==> src/rtl/sdcd_cfg.svh <==
/*
  Constants of the synchronous DRAM command decoder: field positions,
  widths, reset values and latencies.
  Assumes inclusion by bare name from rtl/ files; definitions only.
*/
// What this block does
// - Every command input is sampled on the rising clock edge.
// - Chip select low, row strobe high, column strobe low starts column access.
// - In a column access, write enable low means write, high means read.
// - Row low, column high: write enable high activates, low precharges.
// - Data masks gate read output drivers and block write data storage.
// - Read and write data move on rising edges over the two-way bus.
// - Each command is qualified by current and previous clock-enable samples.
// - Activate marks chosen bank open; precharge one bank, or all if A10.
// - Column from A0..A8; A10 high requests auto precharge after the burst, except for full-page bursts.
// - Burst stop ends a running burst of any length including full page.
// - Power-down is never entered while a burst is in progress.
// - Clock enable falling during a burst enters clock suspend instead.
// - Clock suspend entered from active on previous high, current low.
// - Clock suspend ends on previous low, current high; commands ignored.
// - Power-down entered outside bursts on clock-enable fall with nop or deselect.
// - Power-down and self-refresh exit on clock-enable rise with nop or deselect.
// - Idle refresh: auto if clock enable high, self if low; all low sets mode.
// - All strobes high with chip select low is nop; chip select high deselects.
// - Data mask low enables write data and outputs; high masks both.
// - Commands are ignored on any edge where chip select is high.
`ifndef SDCD_CFG_SVH
`define SDCD_CFG_SVH

`define SDCD_ROW_W 13
`define SDCD_COL_W 9
`define SDCD_DQ_W 16
`define SDCD_LEFT_W 4
`define SDCD_AP_BIT 10
`define SDCD_BANKS 4
`define SDCD_MR_BL_MSB 2
`define SDCD_BL_FULL_CODE 3'h7
`define SDCD_MODE_RST 13'h0000
`define SDCD_DQM_RD_LAT 2

`endif

==> src/rtl/sdcd_pkg.sv <==
/*
  Types of the synchronous DRAM command decoder: commands, power states
  and the command pin and decoded command carriers.
  Assumes sdcd_cfg.svh is reachable by bare name.
*/
`include "sdcd_cfg.svh"

package sdcd_pkg;

  typedef enum logic [3:0] {
    CMD_NONE = 4'h0,
    CMD_DESEL = 4'h1,
    CMD_NOP = 4'h2,
    CMD_ACT = 4'h3,
    CMD_PRE = 4'h4,
    CMD_RD = 4'h5,
    CMD_WR = 4'h6,
    CMD_MRS = 4'h7,
    CMD_AREF = 4'h8,
    CMD_SREF = 4'h9,
    CMD_BST = 4'ha
  } sdcd_cmd_e;

  typedef enum logic [1:0] {
    PS_RUN = 2'h0,
    PS_PDOWN = 2'h1,
    PS_SUSP = 2'h2,
    PS_SREF = 2'h3
  } sdcd_pwr_e;

  typedef struct packed {
    logic cs_n;
    logic ras_n;
    logic cas_n;
    logic we_n;
  } sdcd_pins_s;

  typedef struct packed {
    sdcd_cmd_e op;
    logic [1:0] bank;
    logic [`SDCD_ROW_W-1:0] addr;
    logic auto_pre;
  } sdcd_cmd_s;

endpackage

==> src/rtl/sdcd_decoder.sv <==
/*
  Command decoder and clock-enable state logic of a four-bank synchronous
  DRAM: decodes sampled command pins, tracks bank and burst state, power
  states, and drives the masked data path.
  Assumes all pins synchronous to clk and a storage array outside that
  takes store strobes and answers col_q with array_rd_data.
*/
`timescale 1ns/1ps
`include "sdcd_cfg.svh"

module sdcd_decoder (
  input wire logic clk, // 40 MHz system clock
  input wire logic sys_rst, // Async reset, high
  input wire logic cke, // Clock enable pin
  input wire sdcd_pkg::sdcd_pins_s cmd_pins, // Chip select and strobes, low active
  input wire logic [1:0] bank_select, // Bank inputs
  input wire logic [`SDCD_ROW_W-1:0] addr, // Address lines
  input wire logic lower_data_mask, // Low byte mask
  input wire logic upper_data_mask, // High byte mask
  input wire logic [`SDCD_DQ_W-1:0] data_bus_in, // Data bus input level
  input wire logic [`SDCD_DQ_W-1:0] array_rd_data, // Storage word at col_q
  output sdcd_pkg::sdcd_cmd_s cmd_q, // Last decoded command
  output logic [`SDCD_BANKS-1:0] bank_active_q, // Bank open flags
  output sdcd_pkg::sdcd_pwr_e pwr_q, // Power state
  output logic burst_active_q, // Burst running
  output logic burst_wr_q, // Burst is a write
  output logic [1:0] burst_bank_q, // Bank of the burst
  output logic [`SDCD_COL_W-1:0] col_q, // Column of last beat
  output logic [`SDCD_ROW_W-1:0] mode_q, // Mode opcode
  output logic store_en_q, // Write beat to storage
  output logic [1:0] store_be_q, // Byte enables to storage
  output logic [`SDCD_DQ_W-1:0] store_data_q, // Data to storage
  output logic [`SDCD_DQ_W-1:0] data_bus_out_q, // Data bus output level
  output logic [1:0] data_bus_oe_q // Data bus byte drive enables
);

  ////////////////////////////////////////////////////////////////////////
  // Decode helpers

  function automatic sdcd_pkg::sdcd_cmd_e decode(input sdcd_pkg::sdcd_pins_s p,
                                                 input logic ck);
    sdcd_pkg::sdcd_cmd_e c;
    c = sdcd_pkg::CMD_NOP;
    if (p.cs_n) begin
      c = sdcd_pkg::CMD_DESEL;
    end else begin
      case ({p.ras_n, p.cas_n, p.we_n})
        3'h7: c = sdcd_pkg::CMD_NOP;
        3'h3: c = sdcd_pkg::CMD_ACT;
        3'h2: c = sdcd_pkg::CMD_PRE;
        3'h5: c = sdcd_pkg::CMD_RD;
        3'h4: c = sdcd_pkg::CMD_WR;
        3'h0: c = sdcd_pkg::CMD_MRS;
        3'h1: c = ck ? sdcd_pkg::CMD_AREF : sdcd_pkg::CMD_SREF;
        3'h6: c = sdcd_pkg::CMD_BST;
        default: c = sdcd_pkg::CMD_NOP;
      endcase
    end
    return c;
  endfunction

  function automatic logic [`SDCD_LEFT_W-1:0] burst_len(
      input logic [`SDCD_MR_BL_MSB:0] code);
    logic [`SDCD_LEFT_W-1:0] n;
    case (code)
      3'h0: n = 4'h1;
      3'h1: n = 4'h2;
      3'h2: n = 4'h4;
      3'h3: n = 4'h8;
      default: n = 4'h1;
    endcase
    return n;
  endfunction

  ////////////////////////////////////////////////////////////////////////
  // State

  logic cke_prev_q, cke_prev_d;
  logic full_q, full_d;
  logic ap_q, ap_d;
  logic [`SDCD_LEFT_W-1:0] left_q, left_d;
  logic [`SDCD_LEFT_W-1:0] bl;
  logic [`SDCD_BANKS-1:0] bank_active_d;
  logic [`SDCD_COL_W-1:0] col_d;
  logic [`SDCD_ROW_W-1:0] mode_d;
  logic [1:0] burst_bank_d;
  logic burst_active_d, burst_wr_d;
  logic run, exec, nop_like, beat, bl_full;
  sdcd_pkg::sdcd_cmd_e op_now;
  sdcd_pkg::sdcd_cmd_s cmd_d;
  sdcd_pkg::sdcd_pwr_e pwr_d;

  always_comb begin
    op_now = decode(cmd_pins, cke);
    nop_like = (op_now == sdcd_pkg::CMD_NOP) || (op_now == sdcd_pkg::CMD_DESEL);
    run = (pwr_q == sdcd_pkg::PS_RUN) && cke_prev_q;
    exec = run && !cmd_pins.cs_n;
    bl = burst_len(mode_q[`SDCD_MR_BL_MSB:0]);
    bl_full = mode_q[`SDCD_MR_BL_MSB:0] == `SDCD_BL_FULL_CODE;
    cke_prev_d = cke;
    cmd_d.op = run ? op_now : sdcd_pkg::CMD_NONE;
    cmd_d.bank = bank_select;
    cmd_d.addr = addr;
    cmd_d.auto_pre = addr[`SDCD_AP_BIT];
    bank_active_d = bank_active_q;
    mode_d = mode_q;
    pwr_d = pwr_q;
    left_d = left_q;
    full_d = full_q;
    ap_d = ap_q;
    burst_wr_d = burst_wr_q;
    burst_bank_d = burst_bank_q;
    burst_active_d = burst_active_q;
    col_d = col_q;
    beat = 1'b0;

    // Burst advance; frozen while suspended
    if (burst_active_q && run) begin
      beat = 1'b1;
      col_d = col_q + 9'h001;
      if (!full_q) begin
        left_d = left_q - 4'h1;
        if (left_q == 4'h1) begin
          burst_active_d = 1'b0;
          if (ap_q) begin
            bank_active_d[burst_bank_q] = 1'b0;
          end
        end
      end
    end

    if (exec) begin
      case (op_now)
        sdcd_pkg::CMD_ACT: begin
          bank_active_d[bank_select] = 1'b1;
        end
        sdcd_pkg::CMD_PRE: begin
          if (addr[`SDCD_AP_BIT]) begin
            bank_active_d = '0;
          end else begin
            bank_active_d[bank_select] = 1'b0;
          end
          if (addr[`SDCD_AP_BIT] || bank_select == burst_bank_q) begin
            burst_active_d = 1'b0;
          end
        end
        sdcd_pkg::CMD_RD, sdcd_pkg::CMD_WR: begin
          // Relies on the controller only addressing an open bank
          beat = 1'b1;
          burst_wr_d = !cmd_pins.we_n;
          burst_bank_d = bank_select;
          col_d = addr[`SDCD_COL_W-1:0];
          full_d = bl_full;
          left_d = bl - 4'h1;
          ap_d = addr[`SDCD_AP_BIT] && !bl_full;
          burst_active_d = bl_full || (bl != 4'h1);
          if (!burst_active_d && ap_d) begin
            bank_active_d[bank_select] = 1'b0;
          end
        end
        sdcd_pkg::CMD_BST: begin
          burst_active_d = 1'b0;
        end
        sdcd_pkg::CMD_MRS: begin
          if (bank_active_q == '0) begin
            mode_d = addr;
          end
        end
        default: begin
        end
      endcase
    end

    case (pwr_q)
      sdcd_pkg::PS_RUN: begin
        if (cke_prev_q && !cke) begin
          if (burst_active_q) begin
            pwr_d = sdcd_pkg::PS_SUSP;
          end else if (op_now == sdcd_pkg::CMD_SREF && bank_active_q == '0) begin
            pwr_d = sdcd_pkg::PS_SREF;
          end else if (nop_like) begin
            pwr_d = sdcd_pkg::PS_PDOWN;
          end
        end
      end
      sdcd_pkg::PS_SUSP: begin
        if (!cke_prev_q && cke) begin
          pwr_d = sdcd_pkg::PS_RUN;
        end
      end
      sdcd_pkg::PS_PDOWN, sdcd_pkg::PS_SREF: begin
        if (!cke_prev_q && cke && nop_like) begin
          pwr_d = sdcd_pkg::PS_RUN;
        end
      end
      default: pwr_d = sdcd_pkg::PS_RUN;
    endcase
  end

  always_ff @(posedge clk or posedge sys_rst) begin
    if (sys_rst) begin
      cke_prev_q <= 1'b0;
      cmd_q <= '0;
      bank_active_q <= '0;
      pwr_q <= sdcd_pkg::PS_RUN;
      mode_q <= `SDCD_MODE_RST;
      left_q <= '0;
      full_q <= 1'b0;
      ap_q <= 1'b0;
      burst_wr_q <= 1'b0;
      burst_bank_q <= 2'h0;
      burst_active_q <= 1'b0;
      col_q <= '0;
    end else begin
      cke_prev_q <= cke_prev_d;
      cmd_q <= cmd_d;
      bank_active_q <= bank_active_d;
      pwr_q <= pwr_d;
      mode_q <= mode_d;
      left_q <= left_d;
      full_q <= full_d;
      ap_q <= ap_d;
      burst_wr_q <= burst_wr_d;
      burst_bank_q <= burst_bank_d;
      burst_active_q <= burst_active_d;
      col_q <= col_d;
    end
  end

  ////////////////////////////////////////////////////////////////////////
  // Masked data path

  sdcd_dq_mask u_dq (
    .clk(clk),
    .sys_rst(sys_rst),
    .wr_beat(beat && burst_wr_d),
    .rd_beat(beat && !burst_wr_d),
    .dqm({upper_data_mask, lower_data_mask}),
    .din(data_bus_in),
    .rd_word(array_rd_data),
    .store_en_q(store_en_q),
    .store_be_q(store_be_q),
    .store_data_q(store_data_q),
    .dout_q(data_bus_out_q),
    .doe_q(data_bus_oe_q)
  );
endmodule

==> src/rtl/sdcd_dq_mask.sv <==
/*
  Data mask stage: gates storage of write data and the read output drivers
  with the per-byte masks.
  Assumes beat strobes from the decoder and a storage word that is valid
  the cycle after a read beat.
*/
`timescale 1ns/1ps
`include "sdcd_cfg.svh"

module sdcd_dq_mask (
  input wire logic clk, // System clock
  input wire logic sys_rst, // Async reset, high
  input wire logic wr_beat, // Write beat on this edge
  input wire logic rd_beat, // Read beat on this edge
  input wire logic [1:0] dqm, // Upper, lower mask
  input wire logic [`SDCD_DQ_W-1:0] din, // Data bus input
  input wire logic [`SDCD_DQ_W-1:0] rd_word, // Word from storage
  output logic store_en_q, // Write beat done
  output logic [1:0] store_be_q, // Bytes to store
  output logic [`SDCD_DQ_W-1:0] store_data_q, // Data to store
  output logic [`SDCD_DQ_W-1:0] dout_q, // Data bus output
  output logic [1:0] doe_q // Byte output enables
);

  // Mask of the read beat edge gates the data seen two edges later
  logic [1:0] dqm_pipe_q [`SDCD_DQM_RD_LAT-1];
  logic [1:0] dqm_pipe_d [`SDCD_DQM_RD_LAT-1];
  logic rd_q, rd_d;
  logic store_en_d;
  logic [1:0] store_be_d, doe_d;
  logic [`SDCD_DQ_W-1:0] store_data_d, dout_d;

  ////////////////////////////////////////////////////////////////////////
  always_comb begin
    dqm_pipe_d[0] = dqm;
    for (int i = 1; i < `SDCD_DQM_RD_LAT-1; i++) begin
      dqm_pipe_d[i] = dqm_pipe_q[i-1];
    end
    rd_d = rd_beat;
    store_en_d = wr_beat;
    store_be_d = wr_beat ? ~dqm : 2'h0;
    store_data_d = wr_beat ? din : store_data_q;
    dout_d = rd_q ? rd_word : dout_q;
    doe_d = rd_q ? ~dqm_pipe_q[`SDCD_DQM_RD_LAT-2] : 2'h0;
  end

  always_ff @(posedge clk or posedge sys_rst) begin
    if (sys_rst) begin
      for (int i = 0; i < `SDCD_DQM_RD_LAT-1; i++) begin
        dqm_pipe_q[i] <= 2'h3;
      end
      rd_q <= 1'b0;
      store_en_q <= 1'b0;
      store_be_q <= 2'h0;
      store_data_q <= '0;
      dout_q <= '0;
      doe_q <= 2'h0;
    end else begin
      dqm_pipe_q <= dqm_pipe_d;
      rd_q <= rd_d;
      store_en_q <= store_en_d;
      store_be_q <= store_be_d;
      store_data_q <= store_data_d;
      dout_q <= dout_d;
      doe_q <= doe_d;
    end
  end
endmodule

==> config.mk <==
export PLATFORM = sky130hd
export DESIGN_NAME = sdcd_decoder
export DESIGN_NICKNAME = d
export VERILOG_FILES = /design/src/rtl/sdcd_pkg.sv /design/src/rtl/sdcd_decoder.sv /design/src/rtl/sdcd_dq_mask.sv
export VERILOG_INCLUDE_DIRS = /design/src /design/src/rtl
export SDC_FILE = /design/constraint.sdc
export NUM_CORES = 1
export LEC_CHECK = 0
export BUFFER_PORTS_ARGS = -buffer_cell sky130_fd_sc_hd__buf_4
export CAP_MARGIN = 0
export CORE_MARGIN = 5
export CORE_UTILIZATION = 30
export DETAILED_ROUTE_END_ITERATION = 12
export GPL_TIMING_DRIVEN = 0
export PLACE_DENSITY = 0.54
export SLEW_MARGIN = 10
export SYNTH_ARGS = -nofsm -noshare
export SYNTH_HDL_FRONTEND = slang
export SYNTH_SLANG_ARGS = --single-unit
==> constraint.sdc <==
create_clock -name clk -period 3.7 [get_ports clk]
set_input_delay 0.37 -clock clk [delete_from_list [all_inputs] [get_ports clk]]
set_output_delay 0.37 -clock clk [all_outputs]
set_load 0.01 [all_outputs]
==> results by group <==
Global route
  – Global Route Usage Sum: 13.2%
  – Initial antenna violation count: 0
  – Vias in the first global route: 3,228
  – Gr ovfl total: 0
  – Pin count of the biggest net entering global routing: 62
  – First-pass GRT wire length: 16,900 um

Clocking
  – Clock buffer depth: 2
  – Max H-tree Level: 3
  – CTS Sinks: 98
  – Root buffer cell: clkbuf_16
  – Clk_lat worst skew: 0.35 ns
  – CTS tree: yes
  – TritonCTS buffer count: 9
  – Setup repair bufs after CTS: 0
  – Clock Pin Slew Worst Setup and Hold Paths: 0.07 ns
  – # hold bufs at CTS: 0
  – Post-CTS sizing: 0

Floorplan
  – Initial core utilization: 30.1%
  – Die footprint: 16,200 um2
  – Die height: 127 um
  – Core area: 13,700 um2
  – Row count: 43
  – IO Count: 145
  – Die width: 127 um

Placement
  – Cell area after placement: 5460 um2
  – Gpl congestion: 0.769
  – Setup WS pre-CTS: 1.61 ns
  – Post-DP HPWL: 7580 um
  – Post-Place Cells: 649
  – I/O Buffers: 143

Setup path
  – CP endpoint kind: register
  – CP max FO: 10
  – Data required, critical path: 3.96 ns
  – Worst stage delay on the critical path: 0.45 ns
  – Startpoint types: register
  – Arr. time, crit path: 2.27 ns
  – Crit path kind: reg2reg
  – CP Cell Sequence: or3b_1 > buf_6 > nor3_4 > buf_2 > nand2_1 > o21ai_0
  – Critical path's slowest cell: dfrtp_1

Yosys
  – Synth Register Bits: 98
  – Synth Cell Area: 4140 um2
  – Asr flop ratio synth: 100%
  – Sequential share of the synthesized area: 59.4%
  – Xor/xnor cell area share of the yosys netlist: 2.75%
  – Synth Area in Simple Gates: 13.3%
  – Mean Syn Cell Area: 12.7 um2
  – Ys flop type: dfrtp_1
  – Synth Area in Compound Gates: 7.38%
  – Mux share of post-synthesis cell area: 13.7%
  – Synth warnings: 0
  – Adder-Cell Fraction of Synth Area: 0.908%
  – Mapped Cells: 325
  – Netlist cell types: 52
  – Largest family of logic cells by synthesized area: multiplexers
  – Post-synth EDFFs: 0
  – Post-Syn Nets: 384

Job
  – Number of max-cap violations: 0

Finish
  – Layout Utilization: 41.9%
  – Most frequent cells in the layout: buf_4 (144), dfrtp_1 (96), nand2_1 (30), mux2_2 (29), o21ai_0 (14)
  – P&R area growth vs syn: 39.0%
  – Ant. Diodes: 0
  – Fin cells: 665
  – Design Area, Final: 5750 um2
  – Share of layout cells above drive strength 1: 45.6%
  – Fill count: 1,359
  – Most common cell after layout, fill and taps aside: buf_4
  – Nets: 539

Drt
  – Vias per inst: 4.61
  – First-pass DRT Iterations: 4
  – Avg WL per Cell: 15.5 um
  – DRC: 0
  – DRT iter0 DRCs: 138
  – Vias: 3,067
  – DRT Wirelength: 10,300 um
  – Post-route ant nets: 0

Timing
  – Final hold viol count: 0
  – Measured slew at the worst slew-check pin: 0.648 ns
  – Setup TNS: 0 ns
  – Clk_skew: 0.0115 ns
  – Max_slew headroom: 56.2%
  – Max Freq: 0.498 GHz
  – Final cycle utilization of the critical path: 54.3%
  – Endpoints failing setup: 0
  – RSZ-0062 raised after global routing: no
  – Max-slew violation count: 0
  – Hold Slack: 0.0597 ns
  – Final worst setup slack: 1.69 ns
  – Minimum clock period: 2.01 ns

Power and ir drop
  – Internal power: 2.63 mW
  – Sw Share: 31.4%
  – Logic pwr share: 33.1%
  – Lkg Pwr: 2.69 nW
  – Worst IR Drop VDD: 309 uV
  – Reg power frac: 43.7%
  – Tot Pwr: 3.83 mW
  – NetSw: 1.20 mW
  – Pwr dens: 666 nW/um2
  – Clock share of power: 23.2%

Outcome
  – Run status: finished clean

Min path
  – HP Class: in2async
## metal layers
layer | up-vias | part of all wire (%) | global-route usage, % | wire length [um]
li1 | 1462 | - | - | -
met1 | 1502 | 43 | 16.5 | 4410
met2 | 90 | 49 | 21.4 | 5040
met3 | 13 | 6.3 | 3.26 | 647
met4 | 0 | 1.9 | 5.99 | 191
met5 | - | 0 | 0 | 0
## cells in the mapped netlist (4+ instances only)
| cell | count | area [um2] |
|---|---|---|
| nor2_1 | 10 | 37.5 |
| o21ai_0 | 14 | 70.1 |
| nand3_1 | 7 | 35.0 |
| dfrtp_1 | 96 | 2400 |
| a31oi_1 | 5 | 31.3 |
| buf_2 | 7 | 35.0 |
| nand2_1 | 30 | 113 |
| mux2_1 | 7 | 78.8 |
| inv_1 | 8 | 30.0 |
| a211oi_1 | 4 | 30.0 |
| nand4_1 | 4 | 25.0 |
| o41ai_1 | 4 | 35.0 |
| mux2_4 | 10 | 150 |
| nor2b_1 | 5 | 31.3 |
| xor2_1 | 7 | 61.3 |
| clkbuf_1 | 4 | 15.0 |
| mux2_2 | 29 | 327 |
| nand2b_1 | 9 | 56.3 |
| xnor2_1 | 6 | 52.6 |
| a21oi_1 | 8 | 40.0 |
## final cells by class
cell class / count / area, um2 / share of cell area [%]
well taps: 180 / 225 / 3.92
clock inverters: 4 / 27.5 / 0.479
plain buffers: 14 / 80.1 / 1.39
multi-input cells: 205 / 1570 / 27.3
clock buffers: 12 / 256 / 4.46
flip-flops and latches: 98 / 2450 / 42.7
inverters: 8 / 32.5 / 0.566
repair buffers: 144 / 1100 / 19.2
## sequential cells by signal (all words and copies together), names as in the netlist, 4 cells and up
signal             cells
cmd_q                 19
u_dq.dout_q           16
u_dq.store_data_q     16
mode_q                13
col_q                  9
bank_active_q          4
left_q                 4
## worst max-delay path: cells and delay by family, from the launching register on
kind | cells | cell delay, ns
AOI/OAI and AO/OA | 1 | 0.08
buffers and inverters | 2 | 0.48
DFF | 1 | 0.45
and+or+nand+nor | 3 | 0.91
## cells by family after synthesis
logic type	count (synthesis)
DFF	98
and+or+nand+nor	94
AOI/OAI and AO/OA	48
muxes	47
buffers and inverters	22
xor gates and xnor gates	13
adders and majority gates	3
## path summary, 6_finish.rpt
path | start | to | slack [ns] | cells after the start
worst max-delay path | pwr_q[1] | col_q[7] | 1.69 | 6
worst min-delay path | sys_rst | u_dq.dout_q[4] | 0.06 | 2
worst max register to register | pwr_q[1] | col_q[7] | 1.69 | 6
worst min register to register | u_dq.dqm_pipe_q[0] | u_dq.doe_q[0] | 0.49 | 1
max in group asynchronous | sys_rst | cmd_q[17] | 2.97 | 3
min in group clk | upper_data_mask | u_dq.dqm_pipe_q[1] | 0.14 | 1
## power by group through the flow
| stage | Sequential [mW] | Combinational (mW) | Clock, mW |
|---|---|---|---|
| 2_1_floorplan | 1.80 | 0.479 | 0 |
| 3_3_place_gp | 1.68 | 1.28 | 0 |
| 3_5_place_dp | 1.70 | 1.29 | 0 |
| 4_1_cts | 1.68 | 1.30 | 0.930 |
| 5_1_grt | 1.73 | 1.38 | 0.971 |
| 6_report | 1.67 | 1.27 | 0.890 |
(Power assumes the default switching activity.)
